===== src/pkg/wav_cfg.svh =====
// timing counts, field widths, program counter offsets and reset values for the weighted average sequencer
`ifndef WAV_CFG_SVH
`define WAV_CFG_SVH
`define WAV_OPND_W 8
`define WAV_NUM_W 24
`define WAV_DEN_W 16
`define WAV_TMP_W 16
`define WAV_SUM_W 32
`define WAV_ADDR_W 16
`define WAV_MUL_CYCLES 3
`define WAV_PC_RESUME_OFS 16'h0001
`define WAV_PC_NEXT_OFS 16'h0002
`define WAV_TMP_RESET 16'h0000
`endif


===== src/pkg/wav_pkg.sv =====
// types shared by the weighted average sequencer
package wav_pkg;
    typedef enum logic [4:0] {
        WAV_IDLE  = 5'h00,
        WAV_C1    = 5'h01,
        WAV_C2    = 5'h03,
        WAV_C3    = 5'h02,
        WAV_C4    = 5'h06,
        WAV_C5    = 5'h07,
        WAV_C6    = 5'h05,
        WAV_C7    = 5'h04,
        WAV_C8    = 5'h0C,
        WAV_C9    = 5'h0D,
        WAV_C10   = 5'h0F,
        WAV_PUSH  = 5'h0E,
        WAV_R1    = 5'h0A,
        WAV_R2    = 5'h0B,
        WAV_R3    = 5'h09,
        WAV_R4    = 5'h08,
        WAV_R5    = 5'h18
    } wav_state_e;
    typedef enum logic [1:0] {
        WAV_BUS_NONE  = 2'h0,
        WAV_BUS_READ  = 2'h1,
        WAV_BUS_WRITE = 2'h2
    } wav_bus_e;
endpackage


===== src/hdl/wav_mul.sv =====
// sequential 8x8 unsigned multiplier spread over three cycles
module wav_mul
    import wav_pkg::*;
(
    input wire logic clk,
    input wire logic reset,
    input wire logic start,
    input wire logic [7:0] a,
    input wire logic [7:0] b,
    output logic [15:0] product,
    output logic done
);
`include "wav_cfg.svh"
    logic [15:0] acc_r, acc_nxt;
    logic [15:0] mcand_r, mcand_nxt;
    logic [7:0] mplier_r, mplier_nxt;
    logic [1:0] cnt_r, cnt_nxt;
    logic done_r, done_nxt;
    // adds the multiplicand shifts picked by one group of three multiplier bits
    function automatic logic [15:0] add_group(input logic [15:0] acc, input logic [15:0] mc, input logic [2:0] sel);
        add_group = acc + (sel[0] ? mc : 16'h0000) + (sel[1] ? {mc[14:0], 1'b0} : 16'h0000)
            + (sel[2] ? {mc[13:0], 2'b00} : 16'h0000);
    endfunction
    // first group is added as the operands load, so the full product stands in the third cycle
    always_comb begin
        acc_nxt = acc_r;
        mcand_nxt = mcand_r;
        mplier_nxt = mplier_r;
        cnt_nxt = cnt_r;
        done_nxt = 1'b0;
        if (start) begin
            acc_nxt = add_group(16'h0000, {8'h00, a}, b[2:0]);
            mcand_nxt = {5'b00000, a, 3'b000};
            mplier_nxt = {3'b000, b[7:3]};
            cnt_nxt = 2'(`WAV_MUL_CYCLES - 1);
        end else if (cnt_r != 2'h0) begin
            acc_nxt = add_group(acc_r, mcand_r, mplier_r[2:0]);
            mcand_nxt = {mcand_r[12:0], 3'b000};
            mplier_nxt = {3'b000, mplier_r[7:3]};
            cnt_nxt = cnt_r - 2'h1;
            done_nxt = (cnt_r == 2'h1);
        end
    end
    always_ff @(posedge clk) begin
        if (reset) begin
            acc_r <= 16'h0000;
            mcand_r <= 16'h0000;
            mplier_r <= 8'h00;
            cnt_r <= 2'h0;
            done_r <= 1'b0;
        end else begin
            acc_r <= acc_nxt;
            mcand_r <= mcand_nxt;
            mplier_r <= mplier_nxt;
            cnt_r <= cnt_nxt;
            done_r <= done_nxt;
        end
    end
    assign product = acc_r;
    assign done = done_r;
endmodule


===== src/hdl/wav_seq.sv =====
// weighted average execution sequencer with interrupt save and resume
// Summary of operation
// - operands are bytes; loop count comes from the 8-bit count accumulator
// - temporaries hold a 24-bit numerator and 16-bit denominator without loss
// - sums stay exact for any count from 1 to 255
// - cycle 1 fetches a program word only when the prebyte sits at odd address
// - normal start clears three 16-bit temporaries in cycle 2, no bus access
// - products sum in the high:low pair, weights in the third temporary
// - each loop pass takes seven cycles, numbered three to nine
// - count decrements in cycle 3; zero test after cycle 9 ends the loop
// - cycles 4 and 5 read both operands and advance each pointer
// - cycle 6 adds the fuzzy output into the weight sum
// - cycles 6 to 8 multiply output by singleton, cycle 9 adds into product sum
// - pending interrupt in a pass stacks temporaries then raises irq_take
// - interrupted exit sets program counter to the second opcode byte before stacking
// - resume opcode without prebyte enters the resume sequence, not the start
// - resume pops temporaries in 1.1 to 3.1, reads operands, rejoins at cycle 6
// - resume readjusts program counter so repeated interrupts behave identically
// - normal completion advances program counter past the instruction
// - completion moves product sum to output pointer and double accumulator, weights to singleton pointer
module wav_seq
    import wav_pkg::*;
(
    input wire logic clk,
    input wire logic reset,
    input wire logic start_op,
    input wire logic start_resume,
    input wire logic prebyte_odd,
    input wire logic irq_pending,
    input wire logic [15:0] pc_in,
    input wire logic [15:0] singleton_ptr_in,
    input wire logic [15:0] output_ptr_in,
    input wire logic [7:0] count_in,
    input wire logic [15:0] sp_in,
    input wire logic [7:0] rd_byte,
    input wire logic [15:0] rd_word,
    output logic [1:0] bus_op,
    output logic bus_word,
    output logic bus_prog_fetch,
    output logic [15:0] bus_addr,
    output logic [15:0] bus_wdata,
    output logic busy,
    output logic done,
    output logic irq_take,
    output logic [15:0] pc_out,
    output logic [15:0] singleton_ptr_out,
    output logic [15:0] output_ptr_out,
    output logic [15:0] double_acc_out,
    output logic [7:0] count_out,
    output logic [15:0] sp_out
);
`include "wav_cfg.svh"
    wav_state_e state_r, state_nxt;
    logic [15:0] prod_hi_r, prod_hi_nxt;
    logic [15:0] prod_lo_r, prod_lo_nxt;
    logic [15:0] weight_r, weight_nxt;
    logic [15:0] xp_r, xp_nxt;
    logic [15:0] yp_r, yp_nxt;
    logic [15:0] dacc_r, dacc_nxt;
    logic [15:0] pc_r, pc_nxt;
    logic [15:0] sp_r, sp_nxt;
    logic [7:0] cnt_r, cnt_nxt;
    logic [7:0] sing_r, sing_nxt;
    logic [7:0] fuzz_r, fuzz_nxt;
    logic [1:0] push_idx_r, push_idx_nxt;
    logic [1:0] bus_op_r, bus_op_nxt;
    logic bus_word_r, bus_word_nxt;
    logic fetch_r, fetch_nxt;
    logic [15:0] addr_r, addr_nxt;
    logic [15:0] wdata_r, wdata_nxt;
    logic done_r, done_nxt;
    logic busy_r, busy_nxt;
    logic irq_take_r, irq_take_nxt;
    logic irq_sync1_r, irq_sync2_r;
    logic mul_start;
    logic [15:0] mul_product;
    logic mul_done;
    logic [31:0] prod_sum;

    // temporaries popped in the opposite order to the push
    function automatic logic [15:0] stack_slot(input logic [15:0] sp, input logic [1:0] idx);
        stack_slot = sp + {13'h0000, idx, 1'b0};
    endfunction

    wav_mul u_mul (
        .clk(clk),
        .reset(reset),
        .start(mul_start),
        .a(fuzz_r),
        .b(sing_r),
        .product(mul_product),
        .done(mul_done)
    );

    assign mul_start = (state_r == WAV_C6);
    assign prod_sum = {prod_hi_r, prod_lo_r} + {16'h0000, mul_product};

    always_comb begin
        state_nxt = state_r;
        prod_hi_nxt = prod_hi_r;
        prod_lo_nxt = prod_lo_r;
        weight_nxt = weight_r;
        xp_nxt = xp_r;
        yp_nxt = yp_r;
        dacc_nxt = dacc_r;
        pc_nxt = pc_r;
        sp_nxt = sp_r;
        cnt_nxt = cnt_r;
        sing_nxt = sing_r;
        fuzz_nxt = fuzz_r;
        push_idx_nxt = push_idx_r;
        bus_op_nxt = WAV_BUS_NONE;
        bus_word_nxt = 1'b0;
        fetch_nxt = 1'b0;
        addr_nxt = addr_r;
        wdata_nxt = wdata_r;
        done_nxt = 1'b0;
        irq_take_nxt = 1'b0;
        case (state_r)
            WAV_IDLE: begin
                // resume has priority: it carries partial sums that must not be discarded
                if (start_resume) begin
                    xp_nxt = singleton_ptr_in;
                    yp_nxt = output_ptr_in;
                    cnt_nxt = count_in;
                    sp_nxt = sp_in;
                    pc_nxt = pc_in - `WAV_PC_RESUME_OFS;
                    push_idx_nxt = 2'h0;
                    bus_op_nxt = WAV_BUS_READ;
                    bus_word_nxt = 1'b1;
                    addr_nxt = sp_in;
                    state_nxt = WAV_R1;
                end else if (start_op) begin
                    xp_nxt = singleton_ptr_in;
                    yp_nxt = output_ptr_in;
                    cnt_nxt = count_in;
                    sp_nxt = sp_in;
                    pc_nxt = pc_in;
                    if (prebyte_odd) begin
                        bus_op_nxt = WAV_BUS_READ;
                        bus_word_nxt = 1'b1;
                        fetch_nxt = 1'b1;
                        addr_nxt = pc_in + `WAV_PC_NEXT_OFS;
                    end
                    state_nxt = WAV_C1;
                end
            end
            WAV_C1: begin
                state_nxt = WAV_C2;
            end
            WAV_C2: begin
                prod_hi_nxt = `WAV_TMP_RESET;
                prod_lo_nxt = `WAV_TMP_RESET;
                weight_nxt = `WAV_TMP_RESET;
                state_nxt = WAV_C3;
            end
            WAV_C3: begin
                cnt_nxt = cnt_r - 8'h01;
                bus_op_nxt = WAV_BUS_READ;
                addr_nxt = xp_r;
                state_nxt = WAV_C4;
            end
            WAV_C4: begin
                sing_nxt = rd_byte;
                xp_nxt = xp_r + 16'h0001;
                bus_op_nxt = WAV_BUS_READ;
                addr_nxt = yp_r;
                state_nxt = WAV_C5;
            end
            WAV_C5: begin
                fuzz_nxt = rd_byte;
                yp_nxt = yp_r + 16'h0001;
                if (irq_sync2_r) begin
                    // undo this pass so resume rereads the same operands
                    xp_nxt = xp_r - 16'h0001;
                    yp_nxt = yp_r;
                    cnt_nxt = cnt_r + 8'h01;
                    pc_nxt = pc_r + `WAV_PC_RESUME_OFS;
                    push_idx_nxt = 2'h0;
                    state_nxt = WAV_PUSH;
                end else begin
                    state_nxt = WAV_C6;
                end
            end
            WAV_C6: begin
                weight_nxt = weight_r + {8'h00, fuzz_r};
                state_nxt = WAV_C7;
            end
            WAV_C7: begin
                state_nxt = WAV_C8;
            end
            WAV_C8: begin
                state_nxt = WAV_C9;
            end
            WAV_C9: begin
                {prod_hi_nxt, prod_lo_nxt} = mul_done ? prod_sum : {prod_hi_r, prod_lo_r};
                state_nxt = (cnt_r == 8'h00) ? WAV_C10 : WAV_C3;
            end
            WAV_C10: begin
                pc_nxt = pc_r + `WAV_PC_NEXT_OFS;
                yp_nxt = prod_hi_r;
                dacc_nxt = prod_lo_r;
                xp_nxt = weight_r;
                done_nxt = 1'b1;
                state_nxt = WAV_IDLE;
            end
            WAV_PUSH: begin
                // weight sum, then low, then high: high ends nearest the new stack top
                bus_op_nxt = WAV_BUS_WRITE;
                bus_word_nxt = 1'b1;
                sp_nxt = sp_r - 16'h0002;
                addr_nxt = sp_r - 16'h0002;
                case (push_idx_r)
                    2'h0: wdata_nxt = weight_r;
                    2'h1: wdata_nxt = prod_lo_r;
                    default: wdata_nxt = prod_hi_r;
                endcase
                push_idx_nxt = push_idx_r + 2'h1;
                if (push_idx_r == 2'h2) begin
                    irq_take_nxt = 1'b1;
                    state_nxt = WAV_IDLE;
                end
            end
            WAV_R1: begin
                prod_hi_nxt = rd_word;
                bus_op_nxt = WAV_BUS_READ;
                bus_word_nxt = 1'b1;
                addr_nxt = stack_slot(sp_r, 2'h1);
                state_nxt = WAV_R2;
            end
            WAV_R2: begin
                prod_lo_nxt = rd_word;
                bus_op_nxt = WAV_BUS_READ;
                bus_word_nxt = 1'b1;
                addr_nxt = stack_slot(sp_r, 2'h2);
                state_nxt = WAV_R3;
            end
            WAV_R3: begin
                weight_nxt = rd_word;
                sp_nxt = stack_slot(sp_r, 2'h3);
                cnt_nxt = cnt_r - 8'h01;
                bus_op_nxt = WAV_BUS_READ;
                addr_nxt = xp_r;
                state_nxt = WAV_R4;
            end
            WAV_R4: begin
                sing_nxt = rd_byte;
                xp_nxt = xp_r + 16'h0001;
                bus_op_nxt = WAV_BUS_READ;
                addr_nxt = yp_r;
                state_nxt = WAV_R5;
            end
            WAV_R5: begin
                fuzz_nxt = rd_byte;
                yp_nxt = yp_r + 16'h0001;
                state_nxt = WAV_C6;
            end
            default: begin
                state_nxt = WAV_IDLE;
            end
        endcase
        busy_nxt = (state_nxt != WAV_IDLE);
    end

    always_ff @(posedge clk) begin
        if (reset) begin
            state_r <= WAV_IDLE;
            prod_hi_r <= `WAV_TMP_RESET;
            prod_lo_r <= `WAV_TMP_RESET;
            weight_r <= `WAV_TMP_RESET;
            xp_r <= 16'h0000;
            yp_r <= 16'h0000;
            dacc_r <= 16'h0000;
            pc_r <= 16'h0000;
            sp_r <= 16'h0000;
            cnt_r <= 8'h00;
            sing_r <= 8'h00;
            fuzz_r <= 8'h00;
            push_idx_r <= 2'h0;
            bus_op_r <= WAV_BUS_NONE;
            bus_word_r <= 1'b0;
            fetch_r <= 1'b0;
            addr_r <= 16'h0000;
            wdata_r <= 16'h0000;
            done_r <= 1'b0;
            irq_take_r <= 1'b0;
            busy_r <= 1'b0;
            irq_sync1_r <= 1'b0;
            irq_sync2_r <= 1'b0;
        end else begin
            state_r <= state_nxt;
            prod_hi_r <= prod_hi_nxt;
            prod_lo_r <= prod_lo_nxt;
            weight_r <= weight_nxt;
            xp_r <= xp_nxt;
            yp_r <= yp_nxt;
            dacc_r <= dacc_nxt;
            pc_r <= pc_nxt;
            sp_r <= sp_nxt;
            cnt_r <= cnt_nxt;
            sing_r <= sing_nxt;
            fuzz_r <= fuzz_nxt;
            push_idx_r <= push_idx_nxt;
            bus_op_r <= bus_op_nxt;
            bus_word_r <= bus_word_nxt;
            fetch_r <= fetch_nxt;
            addr_r <= addr_nxt;
            wdata_r <= wdata_nxt;
            done_r <= done_nxt;
            irq_take_r <= irq_take_nxt;
            busy_r <= busy_nxt;
            irq_sync1_r <= irq_pending;
            irq_sync2_r <= irq_sync1_r;
        end
    end

    assign bus_op = bus_op_r;
    assign bus_word = bus_word_r;
    assign bus_prog_fetch = fetch_r;
    assign bus_addr = addr_r;
    assign bus_wdata = wdata_r;
    assign busy = busy_r;
    assign done = done_r;
    assign irq_take = irq_take_r;
    assign pc_out = pc_r;
    assign singleton_ptr_out = xp_r;
    assign output_ptr_out = yp_r;
    assign double_acc_out = dacc_r;
    assign count_out = cnt_r;
    assign sp_out = sp_r;
endmodule


===== config.mk =====
export PLATFORM = sky130hd
export DESIGN_NAME = wav_seq
export DESIGN_NICKNAME = d
export VERILOG_FILES = /design/src/pkg/wav_pkg.sv /design/src/hdl/wav_mul.sv /design/src/hdl/wav_seq.sv
export VERILOG_INCLUDE_DIRS = /design/src /design/src/pkg
export SDC_FILE = /design/constraint.sdc
export NUM_CORES = 1
export LEC_CHECK = 0
export BUFFER_PORTS_ARGS = -buffer_cell sky130_fd_sc_hd__buf_2
export CAP_MARGIN = 0
export CORE_MARGIN = 5
export CORE_UTILIZATION = 50
export DETAILED_ROUTE_END_ITERATION = 6
export HOLD_SLACK_MARGIN = 0.15
export MAX_ROUTING_LAYER = met4
export PLACE_DENSITY = 0.74
export SETUP_SLACK_MARGIN = 0.3
export SYNTH_ARGS = -nofsm -noshare
export SYNTH_HDL_FRONTEND = slang
export SYNTH_SLANG_ARGS = --single-unit

===== constraint.sdc =====
create_clock -name clk -period 4.85 [get_ports clk]
set_clock_uncertainty 0.15 [all_clocks]
set_input_delay 0.2425 -clock clk [delete_from_list [all_inputs] [get_ports clk]]
set_output_delay 0.2425 -clock clk [all_outputs]
set_load 0.1 [all_outputs]

==> results.py <==
metrics = {
    "synth": {
        "synthTopCellsByArea": "dfxtp_1, nand2_1, a21oi_1",
        "synth_fp_nets": 2511,
        "async_flop_share_pct": 0,
        "synth_seq_cells": 237,
        "synth_top_area_share_pct": 27.6,
        "ys_warn_count": 0,
        "synth-edff-count": 0,
        "synth_area_um2": 17200,
        "ys_types": 89,
        "synth_cells": 2306,
        "ys.flop_type": "dfxtp_1",
        "post-synth-top-area-cell": "dfxtp_1",
        "synth_area_per_cell_um2": 7.46,
        "seq_area_frac_synth_pct": 27.6,
    },
    "place": {
        "dp_hpwl_um": 47600,
        "gp_congestion": 1.02,
        "port_buffers": 228,
    },
    "outcome": {
        "outcome": "complete, but fails checks",
        "violations": "design-rule violations",
    },
    "pwr": {
        "peakVddDrop_mv": 0.672,
        "total_leakage_power_nw": 8.02,
        "p_total_mw": 11.7,
        "p_per_area_nw_per_um2": 579,
    },
    "setup_path": {
        "critPathMaxStageDelay_ps": 1000,
        "cp_max_fo": 26,
        "crit_family": "compound AO/OA/AOI/OAI gates",
        "critical_path_class": "flop to flop",
        "path_buf_inv": 3,
        "critPathArrivalTime_ps": 4400,
        "worstPathCellList": "and4b_1, buf_4, a21oi_1, buf_4, a221oi_4, o21ai_0, a222oi_1, nor3_1, dlygate4sd3_1",
        "worst_path_most_repeated_cell": "buf_4",
        "end_kind": "flop",
        "cp-start-kind": "flop",
        "crit_slowest_cell": "dfxtp_1",
        "cp.required_ps": 5150,
    },
    "cells_and_area": {
        "fin_nets": 2729,
        "drive_above_1_share_pct": 13.3,
        "syn2layout_area_growth_pct": 17.8,
    },
    "global_route": {
        "grt_usage_pct": 33.5,
        "grtUsageMet1_pct": 44.7,
        "grt_max_degree": 81,
        "grtUsageMet3_pct": 6.35,
        "overflow": 0,
        "grt.busiest_layer": "met2",
        "grt_pass1_wl_um": 101000,
        "grt.met2_usage_pct": 50.8,
        "grt_pass1_vias": 17800,
        "antenna_found_initial": 1,
    },
    "drt": {
        "first_pass_iters": 7,
        "routed_via_density": 6.37,
        "drt-total-wl_um": 65800,
        "postRouteAntennaNets": 0,
        "post-route-drc-count": 2,
        "num_vias": 19100,
        "first_iter_violations": 2143,
        "wire_per_inst_um": 21.9,
    },
    "clock_tree": {
        "numCtsBuffers": 28,
        "clockBufferDepth": 3,
        "postCtsSetupBuffers": 0,
        "cts_htree_levels": 1,
        "cts.clk_slew.worst_paths_ps": 60,
        "cts-root-buf": "clkbuf_16",
        "cts_tree": "done",
        "cts_sinks": 237,
        "clk_latency_ps": 570,
    },
    "timing": {
        "period_needed_ps": 4100,
        "hold_viol": 0,
        "worst-slew-pin-transition_ps": 1210,
        "fmax_mhz": 244,
        "period_share_pct": 84.5,
        "slew_viol_final": 0,
        "rsz0062_at_grt": "false",
        "whs_ps": 160,
        "setup_tns_ps": 0,
        "finalSetupViolCount": 0,
        "worst_slew_margin_rel_pct": 19.3,
    },
    "floorplanning": {
        "start_util_pct": 50.2,
        "die_y_um": 195,
        "fp-row-count": 68,
        "die_w_um": 195,
        "die_area_um2": 38200,
        "pin_count": 229,
        "core_area_um2": 34300,
    },
    "job": {
        "drv_cap": 0,
    },
    "hold_path": {
        "hp-class": "input port to flop",
    },
}
final timing paths:
| kind | from | end | slack, ps | depth (start not counted) |
|---|---|---|---|---|
| worst max-delay path | state_r[2] | output_ptr_out[13] | 750 | 9 |
| worst min register to register | irq_sync1_r | irq_sync2_r | 280 | 1 |
| worst max register to register | state_r[2] | output_ptr_out[13] | 750 | 9 |
| worst min-delay path | pc_in[14] | pc_out[14] | 160 | 4 |
final cells by class:
class,count,area (um2)
timing repair buffer,354,2330
fill,3170,14000
tap,455,569
inverter,97,364
clock inverter,5,50.0
sequential,237,4740
multi-input combinational,1806,11400
antenna,1,2.50
clock buffer,45,836
state kept, by name, summed over array words and instances (netlist names), 13 cells and up:
signal,flops
output_ptr_out,16
u_mul.product,16
bus_addr,16
bus_wdata,16
singleton_ptr_out,16
sp_out,16
u_mul.mcand_r,13
prod_lo_r,16
prod_hi_r,16
pc_out,16
weight_r,16
double_acc_out,16
power by group:
group / switching, mW / internal (mW) / total (mW)
Combinational: 4.74 / 1.69 / 6.42
Sequential: 0.876 / 2.34 / 3.21
Clock: 0.879 / 1.22 / 2.10
Total: 6.49 / 5.24 / 11.7
layout by cell type, fill, tap and decap left out, types with 22 or more instances in the layout:
cell             n
a211oi_1        34
a21o_1          22
a21oi_1        204
a221oi_1        33
a22oi_1         59
a311oi_1        30
a31oi_1         25
and2_1          41
buf_2          227
buf_4           31
clkbuf_16       29
dfxtp_1        237
dlygate4sd3_1   95
fa_1            32
ha_1            71
inv_1           97
nand2_1        324
nand3_1         66
nand4_1         24
nor2_1         215
nor3_1          74
o211ai_1        23
o21ai_0        146
xnor2_1         49
xor2_1          32
synth_stat cells (15+ instances only):
master / n
nand2_1: 324
dfxtp_1: 237
nor2_1: 218
a21oi_1: 205
o21ai_0: 147
clkbuf_1: 119
inv_1: 97
nor3_1: 75
ha_1: 71
nand3_1: 66
a22oi_1: 59
xnor2_1: 49
and2_1: 41
a211oi_1: 34
a221oi_1: 33
fa_1: 32
xor2_1: 32
a311oi_1: 30
a31oi_1: 25
nand4_1: 24
o211ai_1: 23
a21o_1: 22
a222oi_1: 20
buf_2: 19
nor4_1: 17
or3_1: 16
buf_1: 15
nand2b_1: 15
logic make-up after synthesis:
group	share of synthesized area, %
and+or+nand+nor	23.8
adders and majority gates	8.89
DFF	27.6
buffers and inverters	6.51
muxes	0.967
xor gates and xnor gates	4.12
AOI/OAI and AO/OA	28.2
worst reg2reg max path, cell delays in order (launching register included):
cell	delay (ps)
dfxtp_1	1000
and4b_1	320
buf_4	260
a21oi_1	70
buf_4	260
a221oi_4	700
o21ai_0	210
a222oi_1	360
nor3_1	80
dlygate4sd3_1	570
metal layers:
layer	vias to the layer above	routed length (um)
met2	1054	29200
li1	8841	-
met1	9011	27300
met3	194	6540
met4	0	2820
met5	-	0
metrics by stage:
step | area [um2] | cells | setup slack, ps | utilization (%)
after global placement | 18400 | 2854 | 1010 | 53.8
final | 20300 | 3000 | 750 | 59.1
after global routing | 20300 | 3000 | 466 | 59.1
after floorplan | 17200 | 2306 | 941 | -
after CTS | 20300 | 2999 | 824 | 59.1
after detailed placement | 18400 | 2854 | 861 | 53.8
repair_timing:
action                                  4_1_cts  5_1_grt
endpoints found under the setup margin        0        0
gates resized for setup                       0        0
endpoints found under the hold margin       180        0
hold buffers                                 95        0
(Power assumes the default switching activity.)
